### config.mk
export PLATFORM = sky130hd
export DESIGN_NAME = iq_device_flat
export DESIGN_NICKNAME = d
export VERILOG_FILES = /design/src/pkg/iq_pkg.sv /design/src/pkg/iq_link_if.sv /design/src/rtl/iq_device.sv /design/src/flat_wrapper.sv
export SDC_FILE = /design/constraint.sdc
export NUM_CORES = 1
export LEC_CHECK = 0
export ABC_AREA = 1
export BUFFER_PORTS_ARGS = -buffer_cell sky130_fd_sc_hd__buf_2
export CORE_ASPECT_RATIO = 0.8
export CORE_MARGIN = 1.5
export CORE_UTILIZATION = 55
export CTS_BUF_LIST = sky130_fd_sc_hd__clkbuf_8
export DETAILED_ROUTE_END_ITERATION = 6
export PLACE_DENSITY = 0.73
export SYNTH_ARGS = -nofsm -noshare
export SYNTH_HDL_FRONTEND = slang
export SYNTH_SLANG_ARGS = --single-unit
### constraint.sdc
create_clock -name CLK -period 8.6 [get_ports CLK]
set_input_delay 2.58 -clock CLK [delete_from_list [all_inputs] [get_ports CLK]]
set_output_delay 2.58 -clock CLK [all_outputs]
set_load 0.1 [all_outputs]
### src/pkg/iq_pkg.sv
package iq_pkg;
  // ==========================================================
  // Serial word layout
  localparam int WORD_W = 16;
  localparam int AMP_W = 8;
  localparam int ANG_W = 6;
  localparam int MAG_W = 6;
  localparam int SUM_W = MAG_W + 1;
  localparam int LEVEL_W = AMP_W + SUM_W;
  localparam int CNT_W = 5;
  localparam int CMD_HI = 15;
  localparam int CMD_LO = 14;
  localparam int AMP_MSB = 13;
  localparam int AMP_LSB = 6;
  localparam int ANG_MSB = 5;
  localparam int ANG_LSB = 0;
  localparam logic [CNT_W-1:0] FRAME_BITS = 5'h10;
  localparam logic [CNT_W-1:0] CNT_MAX = 5'h1F;

  // ==========================================================
  // Commands and angle limits
  localparam logic [1:0] CMD_WRITE = 2'h0;
  localparam logic [1:0] CMD_READ = 2'h1;
  localparam logic [1:0] CMD_PDOWN = 2'h2;
  localparam logic [1:0] CMD_NOP = 2'h3;
  localparam logic [ANG_W-1:0] ANG_FULL = 6'h30;
  localparam logic [ANG_W-1:0] ANG_QUAD = 6'h0C;
  localparam logic [AMP_W-1:0] AMP_RST = 8'h00;
  localparam logic [ANG_W-1:0] ANG_RST = 6'h00;

  // ==========================================================
  // Timing
  localparam int CLK_PERIOD_NS = 100;
  localparam int SCK_PERIOD_NS = 800;
  localparam int SCK_HALF_CYC = SCK_PERIOD_NS / 2 / CLK_PERIOD_NS;
  localparam int LD_GAP_NS = 10;
  localparam int LD_GAP_RAW = (LD_GAP_NS + CLK_PERIOD_NS - 1) / CLK_PERIOD_NS;
  localparam int LD_GAP_CYC = (LD_GAP_RAW < 1) ? 1 : LD_GAP_RAW;

  // ==========================================================
  // Host controller registers (APB byte offsets)
  localparam logic [7:0] REG_CTRL = 8'h00;
  localparam logic [7:0] REG_TXWORD = 8'h04;
  localparam logic [7:0] REG_RXWORD = 8'h08;
  localparam logic [7:0] REG_STATUS = 8'h0C;
  localparam int CTRL_START = 0;
  localparam int CTRL_LOAD = 1;
  localparam int CTRL_EN = 2;
  localparam int CTRL_GATE_LSB = 4;
  localparam int STAT_BUSY = 0;
  localparam logic [4:0] CTRL_RST = 5'h00;
endpackage

### src/pkg/iq_link_if.sv
`timescale 1ns/1ps
interface iq_link_if;
  logic cs_n;
  logic sck;
  logic sdi;
  logic sdo;
  logic ld;
  logic en;
  logic ia;
  logic ib;
  logic qa;
  logic qb;
  modport dev (input cs_n, input sck, input sdi, output sdo, input ld,
               input en, input ia, input ib, input qa, input qb);
  modport host (output cs_n, output sck, output sdi, input sdo, output ld,
                output en, output ia, output ib, output qa, output qb);
endinterface

### src/rtl/iq_device.sv
// Overview of operation
// - Word: command, eight amplitude, six angle bits
// - Command 00 writes, 01 reads, 11 idles
// - Command 10 at frame end powers down
// - Chip select low; rise stores shifted word of a write frame
// - Load strobe rise copies amplitude to working
// - Serial output changes only on clock falls
// - Amplitude is unsigned code zero to 255
// - Angle counts in 7.5 degree steps
// - Host avoids angle codes above 48
// - Angle maps to signed cosine and sine
// - Level is amplitude times 63 times trig
// - Positive part to A, negative to B
// - Components add only while gates are high
// - In-phase gates drive in-phase component
// - Quadrature gates drive quadrature component
// - Enable low turns both outputs off
// - Host holds data across sampling rise
// - Load strobe rises after chip select
`timescale 1ns/1ps
module iq_device (
  // Clock and reset
  input wire logic CLK,
  input wire logic ARST_N,
  // Serial link and gates
  iq_link_if.dev LINK,
  // Sink outputs
  output logic [iq_pkg::LEVEL_W-1:0] SINK_A_LEVEL,
  output logic SINK_A_OE,
  output logic [iq_pkg::LEVEL_W-1:0] SINK_B_LEVEL,
  output logic SINK_B_OE,
  // Status
  output logic [iq_pkg::AMP_W-1:0] AMP_CODE,
  output logic [iq_pkg::ANG_W-1:0] VECTOR_ANGLE,
  output logic POWER_DOWN
);
  import iq_pkg::*;

  localparam int NPIN = 9;
  // Idle pin levels: select high, all else low, so reset leaves no false edge or enable
  localparam logic [NPIN-1:0] PIN_IDLE = 9'h100;

  // ==========================================================
  // Pin synchronisers
  logic [NPIN-1:0] pins_raw;
  logic [NPIN-1:0] meta_q;
  logic [NPIN-1:0] sync_q;
  logic [NPIN-1:0] prev_q;

  assign pins_raw = {LINK.cs_n, LINK.sck, LINK.sdi, LINK.ld, LINK.en,
                     LINK.ia, LINK.ib, LINK.qa, LINK.qb};

  // Two stages before use, a third only for edge finding
  always_ff @(posedge CLK or negedge ARST_N) begin
    if (!ARST_N) begin
      meta_q <= PIN_IDLE;
      sync_q <= PIN_IDLE;
      prev_q <= PIN_IDLE;
    end else begin
      meta_q <= pins_raw;
      sync_q <= meta_q;
      prev_q <= sync_q;
    end
  end

  // Named views of the synchronised pins
  logic cs_n_s;
  logic sck_s;
  logic sdi_s;
  logic ld_s;
  logic en_s;
  logic ia_s;
  logic ib_s;
  logic qa_s;
  logic qb_s;
  assign {cs_n_s, sck_s, sdi_s, ld_s, en_s, ia_s, ib_s, qa_s, qb_s} = sync_q;

  // Edge events
  logic sck_rise;
  logic sck_fall;
  logic cs_rise;
  logic cs_fall;
  logic ld_rise;
  assign sck_rise = sck_s & ~prev_q[7] & ~cs_n_s;
  assign sck_fall = ~sck_s & prev_q[7] & ~cs_n_s;
  assign cs_rise = cs_n_s & ~prev_q[8];
  assign cs_fall = ~cs_n_s & prev_q[8];
  assign ld_rise = ld_s & ~prev_q[5];

  // ==========================================================
  // Receive shifter and frame check
  logic [WORD_W-1:0] shift_q;
  logic [WORD_W-1:0] shift_d;
  logic [CNT_W-1:0] cnt_q;
  logic [CNT_W-1:0] cnt_d;
  logic frame_ok;
  logic [1:0] cmd;

  // Sample on rises, command bits enter first
  assign shift_d = sck_rise ? {shift_q[WORD_W-2:0], sdi_s} : shift_q;
  assign cnt_d = cs_fall ? '0 :
                 (sck_rise && cnt_q != CNT_MAX) ? cnt_q + 5'h01 : cnt_q;
  // Exactly sixteen rises make a valid frame; others change nothing
  assign frame_ok = cs_rise && (cnt_q == FRAME_BITS);
  assign cmd = shift_q[CMD_HI:CMD_LO];

  always_ff @(posedge CLK or negedge ARST_N) begin
    if (!ARST_N) begin
      shift_q <= '0;
      cnt_q <= '0;
    end else begin
      shift_q <= shift_d;
      cnt_q <= cnt_d;
    end
  end

  // ==========================================================
  // Buffer, working amplitude and power state
  logic [AMP_W-1:0] buf_amp_q;
  logic [AMP_W-1:0] work_amp_q;
  logic [ANG_W-1:0] angle_q;
  logic pd_q;
  logic rd_pend_q;
  logic do_write;

  assign do_write = frame_ok && (cmd == CMD_WRITE);

  // Chip select rise stores the word; write command only
  always_ff @(posedge CLK or negedge ARST_N) begin
    if (!ARST_N) begin
      buf_amp_q <= AMP_RST;
      angle_q <= ANG_RST;
    end else if (do_write) begin
      buf_amp_q <= shift_q[AMP_MSB:AMP_LSB];
      angle_q <= shift_q[ANG_MSB:ANG_LSB];
    end
  end

  // Load strobe rise moves the level into effect
  always_ff @(posedge CLK or negedge ARST_N) begin
    if (!ARST_N) begin
      work_amp_q <= AMP_RST;
    end else if (ld_rise) begin
      work_amp_q <= buf_amp_q;
    end
  end

  // Every valid frame decides the power state; only power-down sets it, no-op clears it
  always_ff @(posedge CLK or negedge ARST_N) begin
    if (!ARST_N) begin
      pd_q <= 1'b0;
    end else if (frame_ok) begin
      pd_q <= (cmd == CMD_PDOWN);
    end
  end

  // ==========================================================
  // Read-back shifter
  logic [WORD_W-1:0] tx_q;
  logic sdo_q;
  logic [WORD_W-1:0] rd_word;

  assign rd_word = {CMD_WRITE, work_amp_q, angle_q};

  // A read frame arms the reply; the next frame carries it out
  always_ff @(posedge CLK or negedge ARST_N) begin
    if (!ARST_N) begin
      rd_pend_q <= 1'b0;
      tx_q <= '0;
      sdo_q <= 1'b0;
    end else begin
      if (frame_ok) begin
        rd_pend_q <= (cmd == CMD_READ);
      end else if (cs_fall) begin
        rd_pend_q <= 1'b0;
      end
      if (cs_fall) begin
        tx_q <= rd_pend_q ? rd_word : '0;
      end else if (sck_fall) begin
        sdo_q <= tx_q[WORD_W-1];
        tx_q <= {tx_q[WORD_W-2:0], 1'b0};
      end
    end
  end

  assign LINK.sdo = sdo_q;

  // ==========================================================
  // Angle to cosine and sine
  // Magnitude of 63*sin(k*7.5 deg), k from 0 to 12
  function automatic logic [MAG_W-1:0] sin_mag(input logic [3:0] k);
    logic [MAG_W-1:0] m;
    m = 6'h00;
    case (k)
      4'h0: m = 6'h00;
      4'h1: m = 6'h08;
      4'h2: m = 6'h10;
      4'h3: m = 6'h18;
      4'h4: m = 6'h20;
      4'h5: m = 6'h26;
      4'h6: m = 6'h2D;
      4'h7: m = 6'h32;
      4'h8: m = 6'h37;
      4'h9: m = 6'h3A;
      4'hA: m = 6'h3D;
      4'hB: m = 6'h3E;
      4'hC: m = 6'h3F;
      default: m = 6'h00;
    endcase
    return m;
  endfunction

  logic [ANG_W-1:0] eff_ang;
  logic [1:0] quad;
  logic [ANG_W-1:0] quad_base;
  logic [ANG_W-1:0] rem6;
  logic [3:0] rem;
  logic [3:0] rem_c;
  logic [MAG_W-1:0] cos_mag;
  logic [MAG_W-1:0] sin_mag_v;
  logic cos_neg;
  logic sin_neg;

  // 48 is a full turn; reserved codes above it also fall back to zero
  assign eff_ang = (angle_q >= ANG_FULL) ? ANG_RST : angle_q;
  assign quad = (eff_ang < ANG_QUAD) ? 2'h0 :
                (eff_ang < 6'h18) ? 2'h1 :
                (eff_ang < 6'h24) ? 2'h2 : 2'h3;
  assign quad_base = {1'b0, quad, 3'h0} + {2'h0, quad, 2'h0};
  assign rem6 = eff_ang - quad_base;
  assign rem = rem6[3:0];
  assign rem_c = 4'hC - rem;
  // Quadrant picks which table index feeds each axis and its sign
  assign cos_mag = quad[0] ? sin_mag(rem) : sin_mag(rem_c);
  assign sin_mag_v = quad[0] ? sin_mag(rem_c) : sin_mag(rem);
  assign cos_neg = (quad == 2'h1) || (quad == 2'h2);
  assign sin_neg = quad[1];

  // ==========================================================
  // Gated channel sums and scaling
  logic [MAG_W-1:0] a_i;
  logic [MAG_W-1:0] a_q;
  logic [MAG_W-1:0] b_i;
  logic [MAG_W-1:0] b_q;
  logic [SUM_W-1:0] a_sum;
  logic [SUM_W-1:0] b_sum;
  logic [LEVEL_W-1:0] a_level;
  logic [LEVEL_W-1:0] b_level;
  logic drive_on;

  // Sign steers to A or B; gates pass each axis separately
  assign a_i = (ia_s && !cos_neg) ? cos_mag : 6'h00;
  assign b_i = (ib_s && cos_neg) ? cos_mag : 6'h00;
  assign a_q = (qa_s && !sin_neg) ? sin_mag_v : 6'h00;
  assign b_q = (qb_s && sin_neg) ? sin_mag_v : 6'h00;
  assign a_sum = {1'b0, a_i} + {1'b0, a_q};
  assign b_sum = {1'b0, b_i} + {1'b0, b_q};
  // Unsigned code times trig; the analog offset is not modelled
  assign a_level = {7'h00, work_amp_q} * {8'h00, a_sum};
  assign b_level = {7'h00, work_amp_q} * {8'h00, b_sum};
  assign drive_on = en_s && !pd_q;

  // Outputs registered; disabled means released and zero level
  always_ff @(posedge CLK or negedge ARST_N) begin
    if (!ARST_N) begin
      SINK_A_LEVEL <= '0;
      SINK_B_LEVEL <= '0;
      SINK_A_OE <= 1'b0;
      SINK_B_OE <= 1'b0;
    end else begin
      SINK_A_LEVEL <= drive_on ? a_level : '0;
      SINK_B_LEVEL <= drive_on ? b_level : '0;
      SINK_A_OE <= drive_on;
      SINK_B_OE <= drive_on;
    end
  end

  // Status copies
  always_ff @(posedge CLK or negedge ARST_N) begin
    if (!ARST_N) begin
      AMP_CODE <= AMP_RST;
      VECTOR_ANGLE <= ANG_RST;
      POWER_DOWN <= 1'b0;
    end else begin
      AMP_CODE <= work_amp_q;
      VECTOR_ANGLE <= angle_q;
      POWER_DOWN <= pd_q;
    end
  end
endmodule

### src/flat_wrapper.sv
// flat-port wrapper written by rule: the top's interface ports become plain ports
module iq_device_flat import iq_pkg::*;
  (CLK, ARST_N, SINK_A_LEVEL, SINK_A_OE, SINK_B_LEVEL, SINK_B_OE, AMP_CODE, VECTOR_ANGLE, POWER_DOWN, LINK_cs_n, LINK_sck, LINK_sdi, LINK_sdo, LINK_ld, LINK_en, LINK_ia, LINK_ib, LINK_qa, LINK_qb);
  iq_link_if LINK_i ();
  input wire logic CLK;
  input wire logic ARST_N;
  output logic [iq_pkg::LEVEL_W-1:0] SINK_A_LEVEL;
  output logic SINK_A_OE;
  output logic [iq_pkg::LEVEL_W-1:0] SINK_B_LEVEL;
  output logic SINK_B_OE;
  output logic [iq_pkg::AMP_W-1:0] AMP_CODE;
  output logic [iq_pkg::ANG_W-1:0] VECTOR_ANGLE;
  output logic POWER_DOWN;
  input wire logic [$bits(LINK_i.cs_n)-1:0] LINK_cs_n;
  input wire logic [$bits(LINK_i.sck)-1:0] LINK_sck;
  input wire logic [$bits(LINK_i.sdi)-1:0] LINK_sdi;
  output wire logic [$bits(LINK_i.sdo)-1:0] LINK_sdo;
  input wire logic [$bits(LINK_i.ld)-1:0] LINK_ld;
  input wire logic [$bits(LINK_i.en)-1:0] LINK_en;
  input wire logic [$bits(LINK_i.ia)-1:0] LINK_ia;
  input wire logic [$bits(LINK_i.ib)-1:0] LINK_ib;
  input wire logic [$bits(LINK_i.qa)-1:0] LINK_qa;
  input wire logic [$bits(LINK_i.qb)-1:0] LINK_qb;
  assign LINK_i.cs_n = LINK_cs_n;
  assign LINK_i.sck = LINK_sck;
  assign LINK_i.sdi = LINK_sdi;
  assign LINK_sdo = LINK_i.sdo;
  assign LINK_i.ld = LINK_ld;
  assign LINK_i.en = LINK_en;
  assign LINK_i.ia = LINK_ia;
  assign LINK_i.ib = LINK_ib;
  assign LINK_i.qa = LINK_qa;
  assign LINK_i.qb = LINK_qb;
  iq_device u_core (.CLK(CLK), .ARST_N(ARST_N), .LINK(LINK_i), .SINK_A_LEVEL(SINK_A_LEVEL), .SINK_A_OE(SINK_A_OE), .SINK_B_LEVEL(SINK_B_LEVEL), .SINK_B_OE(SINK_B_OE), .AMP_CODE(AMP_CODE), .VECTOR_ANGLE(VECTOR_ANGLE), .POWER_DOWN(POWER_DOWN));
endmodule
---- Word level (Yosys, flattened, before mapping) ----
Memory sizes are Yosys's and may differ from the RTL's.
Cells that the tools add are included.
word-level totals
  memories ................................ 4
  ROM bits ................................ 384
  output and inout bits ................... 48
  bits in registers ....................... 135
memories
  name              depth  bits a word  rd ports  clocked after Yosys merged registers in  write ports  RTL line          source
  (name not given)  16     6            1         0                                        0            iq_device.sv:194  case (k)
  (name not given)  16     6            1         0                                        0            iq_device.sv:194
  (name not given)  16     6            1         0                                        0            iq_device.sv:194
  (name not given)  16     6            1         0                                        0            iq_device.sv:194
cells by class
  $mul .................................... 2
  reduce and logical (&&, ||, !) cells .... 17
  muxes and demuxes ....................... 19
  equal/unequal tests ..................... 6
  bitwise operators ....................... 13
  magnitude comparators ................... 4
  add/subtract/negate cells ............... 6
operators by type and width
  operator               number
  $mux W6                7
  $mux W16               2
  $mul A8 B7 Y15         2
  $mux W15               2
  $add A6 B6 Y7          2
  $mux W14               1
  $mux W5                2
  $logic_and A1 B1 Y1    8
  $and A1 B1 Y1          7
  $ge A6 B6 Y1 const B   1
  $lt A6 B4 Y1 const B   1
  $lt A6 B5 Y1 const B   1
  $lt A6 B6 Y1 const B   1
  $not A1 Y1             6
  $reduce_bool A2 Y1     3
  $add A5 B1 Y5 const B  1
  $eq A5 B5 Y1 const B   1
  $ne A5 B5 Y1 const B   1
  $add A4 B4 Y4          1
  $eq A2 B1 Y1 const B   2
  $eq A2 B2 Y1 const B   2
  $mux W2                2
  $sub A4 B4 Y4          1
  $sub A4 B4 Y4 const A  1
  other kinds (5)        9

---- Logic depth before layout (Yosys ltp) ----
An unclocked memory read counts as a cell.
  depth after elaboration ................. 15
  mapped depth ............................ 41

---- Least setup slack after synthesis ----
No wires, ideal clock.
  path type ............................... reg-to-reg
  from .................................... register u_core.angle_q[4]
  to ...................................... register u_core.SINK_B_LEVEL[11] in the netlist's numbering
  arrival ................................. 7.215 ns
  cell stages (with the launch flop) ...... 38
  path buffers ............................ 2
  required time ........................... 8.474 ns
  library setup time ...................... 0.126 ns
  setup slack ............................. 1.259 ns
  path through ............................ dfrtp_1 -> ha_1 -> inv_2 -> nand2_1 -> o21bai_1 -> a21oi_2 -> buf_2 -> ha_1 -> inv_2 -> ha_1 -> clkbuf_1 -> o21ai_0 -> nand3b_1 -> nand3_1 -> nand2_1 -> nor2_1 -> ha_1 -> a21oi_1 -> (+2 left out) -> a21oi_1 -> xor2_1 -> inv_2 -> nand2_1 -> fa_1 -> fa_1 -> inv_1 -> fa_1 -> inv_1 -> fa_1 -> inv_1 -> ha_1 -> a21oi_1 -> o21ai_0 -> a21oi_1 -> o21bai_1 -> o21ai_0 -> a21oi_1
between the ends
  word-level cells in the longest chain between the ends .. 15
  elaborated cells between the ends (all ways) .. 27
ends and longest elaborated chain
  element                     RTL line                            source
  from (decl)                 iq_device.sv:121                    logic [ANG_W-1:0] angle_q;
  from (signal assigned)      iq_device.sv:135                    angle_q <= shift_q[ANG_MSB:ANG_LSB];
  $ge A6 B6 Y1                iq_device.sv:225                    assign eff_ang = (angle_q >= ANG_FULL) ? ANG_RST : angle_q;
  $mux W6 (*)                 iq_device.sv:225
  $lt A6 B6 Y1                iq_device.sv:228                    (eff_ang < 6'h24) ? 2'h2 : 2'h3;
  $mux W1                     iq_device.sv:228
  $mux W2                     iq_device.sv:227                    (eff_ang < 6'h18) ? 2'h1 :
  $mux W2                     iq_device.sv:226                    assign quad = (eff_ang < ANG_QUAD) ? 2'h0 :
  $add A4 B4 Y4               iq_device.sv:229                    assign quad_base = {1'b0, quad, 3'h0} + {2'h0, quad, 2'h0};
  $sub A4 B4 Y4               iq_device.sv:230                    assign rem6 = eff_ang - quad_base;
  $sub A4 B4 Y4               iq_device.sv:232                    assign rem_c = 4'hC - rem;
  $mem_v2 Z16 W6              n/a
  $mux W6 (on tied branches)  iq_device.sv:234, iq_device.sv:235
  $mux W6 (on tied branches)  iq_device.sv:253, iq_device.sv:255
  $add A6 B6 Y7 (*)           iq_device.sv:257                    assign b_sum = {1'b0, b_i} + {1'b0, b_q};
  $mul A8 B7 Y15 (*)          iq_device.sv:260                    assign b_level = {7'h00, work_amp_q} * {8'h00, b_sum};
  $mux W15 (*)                iq_device.sv:272                    SINK_B_LEVEL <= drive_on ? b_level : '0;
  to (signal assigned)        iq_device.sv:272
  to (decl)                   iq_device.sv:30                     output logic [iq_pkg::LEVEL_W-1:0] SINK_B_LEVEL,
Mark *: on every way between the ends. The rest lies on a longest branch, timed or not.
A chain may end at the register's enable or synchronous reset.

---- Worst setup path in the final report ----
  from .................................... register u_core.angle_q[4]
  to ...................................... register u_core.SINK_A_LEVEL[11] in the netlist's numbering
between the ends
  word-level cells in the longest chain between the ends .. 15
  elaborated cells between the ends (all ways) .. 29
ends and longest elaborated chain
  element                     RTL line                            source
  $ge A6 B6 Y1                iq_device.sv:225
  $mux W6 (*)                 iq_device.sv:225
  $lt A6 B6 Y1                iq_device.sv:228
  $mux W1                     iq_device.sv:228
  $mux W2                     iq_device.sv:227
  $mux W2                     iq_device.sv:226
  $add A4 B4 Y4               iq_device.sv:229
  $sub A4 B4 Y4               iq_device.sv:230
  $sub A4 B4 Y4               iq_device.sv:232
  $mem_v2 Z16 W6              n/a
  $mux W6 (on tied branches)  iq_device.sv:234, iq_device.sv:235
  $mux W6 (on tied branches)  iq_device.sv:252, iq_device.sv:254
  $add A6 B6 Y7 (*)           iq_device.sv:256                    assign a_sum = {1'b0, a_i} + {1'b0, a_q};
  $mul A8 B7 Y15 (*)          iq_device.sv:259                    assign a_level = {7'h00, work_amp_q} * {8'h00, a_sum};
  $mux W15 (*)                iq_device.sv:271                    SINK_A_LEVEL <= drive_on ? a_level : '0;
  to (signal assigned)        iq_device.sv:271
  to (decl)                   iq_device.sv:28                     output logic [iq_pkg::LEVEL_W-1:0] SINK_A_LEVEL,
Marks and branches as above.

==> impl_metrics.json <==
{
  "cts_root_buffer": "clkbuf_8",
  "die-width_um": 146,
  "maxCapViolCount": 0,
  "worst_slack_ns": 0.619,
  "clock_sinks": 129,
  "min_period_over_period_pct": 92.8,
  "wl_per_cell_um": 14.5,
  "yosys_warnings": 0,
  "holdPathStages": 0,
  "whs_endpoint": "u_core.sync_q[4]$_DFF_PN0_",
  "max_stage_delay_ns": 0.55,
  "nets": 1277,
  "fin_worst_skew_ns": 0.0140,
  "wirelength_um": 19400,
  "min-delay-start": "u_core.meta_q[4]$_DFF_PN0_",
  "synth_compound_area_share_pct": 10.5,
  "cp-start-kind": "flip-flop",
  "drive_gt1_share_pct": 10.4,
  "ff2ff_path_depth": 36,
  "r2r-start": "u_core.angle_q[4]$_DFFE_PN0P_",
  "grt_pass1_vias": 7055,
  "cts_tree": "yes",
  "status": "finished clean",
  "synthCells": 1063,
  "dp_cells": 1312,
  "grtUsageTotal_pct": 24.8,
  "numCtsBuffers": 17,
  "dp_slack_ns": 0.683,
  "fin_crit_ns": 7.98,
  "gp_congestion": 0.935,
  "grt_overflow": 0,
  "finalHoldViolCount": 0,
  "rows": 41,
  "antenna_found_initial": 0,
  "grt_max_degree": 79,
  "final_common_cell": "inv_1",
  "drt_iter0_drc": 500,
  "drtAntennaViolNets": 0,
  "final_cells": 1344,
  "finalSetupViolCount": 0,
  "final_cell_mix": "inv_1, nand2_1, nor2_1",
  "finalInstanceArea_sq_um": 9870,
  "synth_seq_area_share_pct": 35.8,
  "rsz0062_at_grt": "false",
  "postSynthAreaPerCell_sq_um": 8.49,
  "finalSetupTns_ns": 0,
  "synth_top_family_by_area": "adder cells",
  "port_buffers": 58,
  "dp.final_hpwl_um": 14700,
  "area_growth_pct": 9.39,
  "syn_area_sq_um": 9020,
  "grt_pass1_wl_um": 34200,
  "dieArea_sq_um": 17200,
  "cts_hold_buf": 0,
  "yosys-top-cells-area": "dfrtp_1, fa_1, ha_1",
  "cts_setup_buffers": 0,
  "cts.clk_slew.worst_paths_ns": 0.08,
  "cts_buffer_depth": 2,
  "crit_fanout": 14,
  "synth_cell_types": 33,
  "diodes": 0,
  "synthesis.nets": 1224,
  "r2r_slack_ns": 0.62,
  "ys_seq_elements": 129,
  "worst_slew_margin_rel_pct": 31.1,
  "post_dp_cell_area_sq_um": 9510,
  "hold_class": "flip-flop to flip-flop",
  "critPathSlowestCell": "fa_1",
  "initial_core_util_pct": 56.7,
  "die_h_um": 118,
  "post-route-drc-count": 0,
  "slew_violations": 0,
  "clk_latency_ns": 0.45,
  "cp-end-kind": "flip-flop",
  "yosys-mux-area-fraction_pct": 0,
  "post-synth-top-area-cell": "dfrtp_1",
  "vias": 7119,
  "r2r-end": "u_core.SINK_A_LEVEL[11]$_DFF_PN0_",
  "avgViaCountPerCell": 5.30,
  "crit_required_ns": 8.93,
  "drt-pass1-iter-count": 5,
  "max_freq_ghz": 0.125,
  "synth_top_area_share_pct": 35.0,
  "synth-simple-area-share_pct": 17.9,
  "nFillCells": 1356,
  "crit_type": "flip-flop to flip-flop",
  "synth-xor-area-share_pct": 1.36,
  "cts-resized-gates": 0,
  "synth_fa_ha_area_share_pct": 25.8,
  "worst_pin_slew_ns": 1.03,
  "worstPathArrival_ns": 8.31,
  "htreeDepth": 4,
  "fp.coreArea_sq_um": 15900,
  "io_pins": 59
}
flip-flops by register name (all words and copies together) (netlist names), 3 cells and up:
name	cells
u_core.AMP_CODE	8
u_core.SINK_A_LEVEL	15
u_core.SINK_B_LEVEL	15
u_core.VECTOR_ANGLE	6
u_core.angle_q	6
u_core.buf_amp_q	8
u_core.cnt_q	5
u_core.meta_q	9
u_core.prev_q	3
u_core.shift_q	16
u_core.sync_q	9
u_core.tx_q	16
u_core.work_amp_q	8
how the worst max path moves through the flow:
stage	start	endpoint	slack [ns]	depth (start not counted)
after floorplan	u_core.angle_q[4]$_DFFE_PN0P_	u_core.SINK_B_LEVEL[11]$_DFF_PN0_	1.26	37
after global placement	u_core.angle_q[4]$_DFFE_PN0P_	u_core.SINK_A_LEVEL[11]$_DFF_PN0_	0.99	36
after detailed placement	u_core.angle_q[4]$_DFFE_PN0P_	u_core.SINK_B_LEVEL[11]$_DFF_PN0_	0.68	36
after CTS	u_core.angle_q[4]$_DFFE_PN0P_	u_core.SINK_B_LEVEL[11]$_DFF_PN0_	0.67	36
after global routing	u_core.angle_q[4]$_DFFE_PN0P_	u_core.SINK_A_LEVEL[11]$_DFF_PN0_	0.006	37
final	u_core.angle_q[4]$_DFFE_PN0P_	u_core.SINK_A_LEVEL[11]$_DFF_PN0_	0.62	36
worst max-delay path: cells and delay by family (launching register included):
| kind | cells | cell delay [ns] |
|---|---|---|
| buf+inv | 7 | 0.61 |
| xor+xnor | 1 | 0.45 |
| simple gates | 7 | 0.65 |
| fa+ha+maj | 9 | 3.83 |
| flops | 1 | 0.44 |
| compound gates | 12 | 1.88 |
cell type report:
type / instances / area (sq um) / share of cell area, %
Tap cell: 215 / 269 / 2.73
Clock buffer: 17 / 234 / 2.37
Clock inverter: 15 / 115 / 1.17
Timing Repair Buffer: 63 / 334 / 3.39
Multi-Input combinational cell: 730 / 5030 / 50.9
Inverter: 175 / 657 / 6.66
Sequential cell: 129 / 3230 / 32.8
cell usage after synthesis (all sizes together):
| cell type | count |
|---|---|
| o21bai | 3 |
| nand3b | 2 |
| inv | 171 |
| ha | 90 |
| or2 | 6 |
| a21oi | 71 |
| a21o | 8 |
| nand3 | 66 |
| nand4 | 7 |
| o211ai | 2 |
| o31ai | 1 |
| xnor2 | 6 |
| xor2 | 8 |
| nor2 | 132 |
| clkinv | 4 |
| o22ai | 2 |
| buf | 5 |
| nor3 | 5 |
| dfstp | 3 |
| nand2 | 171 |
| a32o | 1 |
| clkbuf | 24 |
| fa | 60 |
| a31oi | 12 |
| o21ai | 77 |
| dfrtp | 126 |
cell families (layout without fill, tap and decap cells):
| logic type | count (synthesis) | after routing |
|---|---|---|
| compound gates | 177 | 177 |
| xor+xnor | 14 | 14 |
| fa+ha+maj | 150 | 150 |
| buf+inv | 204 | 270 |
| flops | 129 | 129 |
| simple gates | 389 | 389 |
stage by stage:
stage	utilization (%)	hold WS [ns]
final	62.0	0.349
after global routing	62.0	0.360
after CTS	62.0	0.349
after detailed placement	59.8	0.335
after global placement	59.8	0.332
after floorplan	-	0.331
metal layers:
layer | vias to the layer above | wire length (um) | GRT usage [%]
met3 | 21 | 1130 | 5.31
met5 | - | 0 | 0
met2 | 210 | 8580 | 37.1
met4 | 0 | 233 | 6.88
li1 | 3495 | - | -
met1 | 3393 | 9510 | 36.5
Power is not shown: default switching activity piles up to over one toggle a cycle in this logic, so the estimate is an artifact.
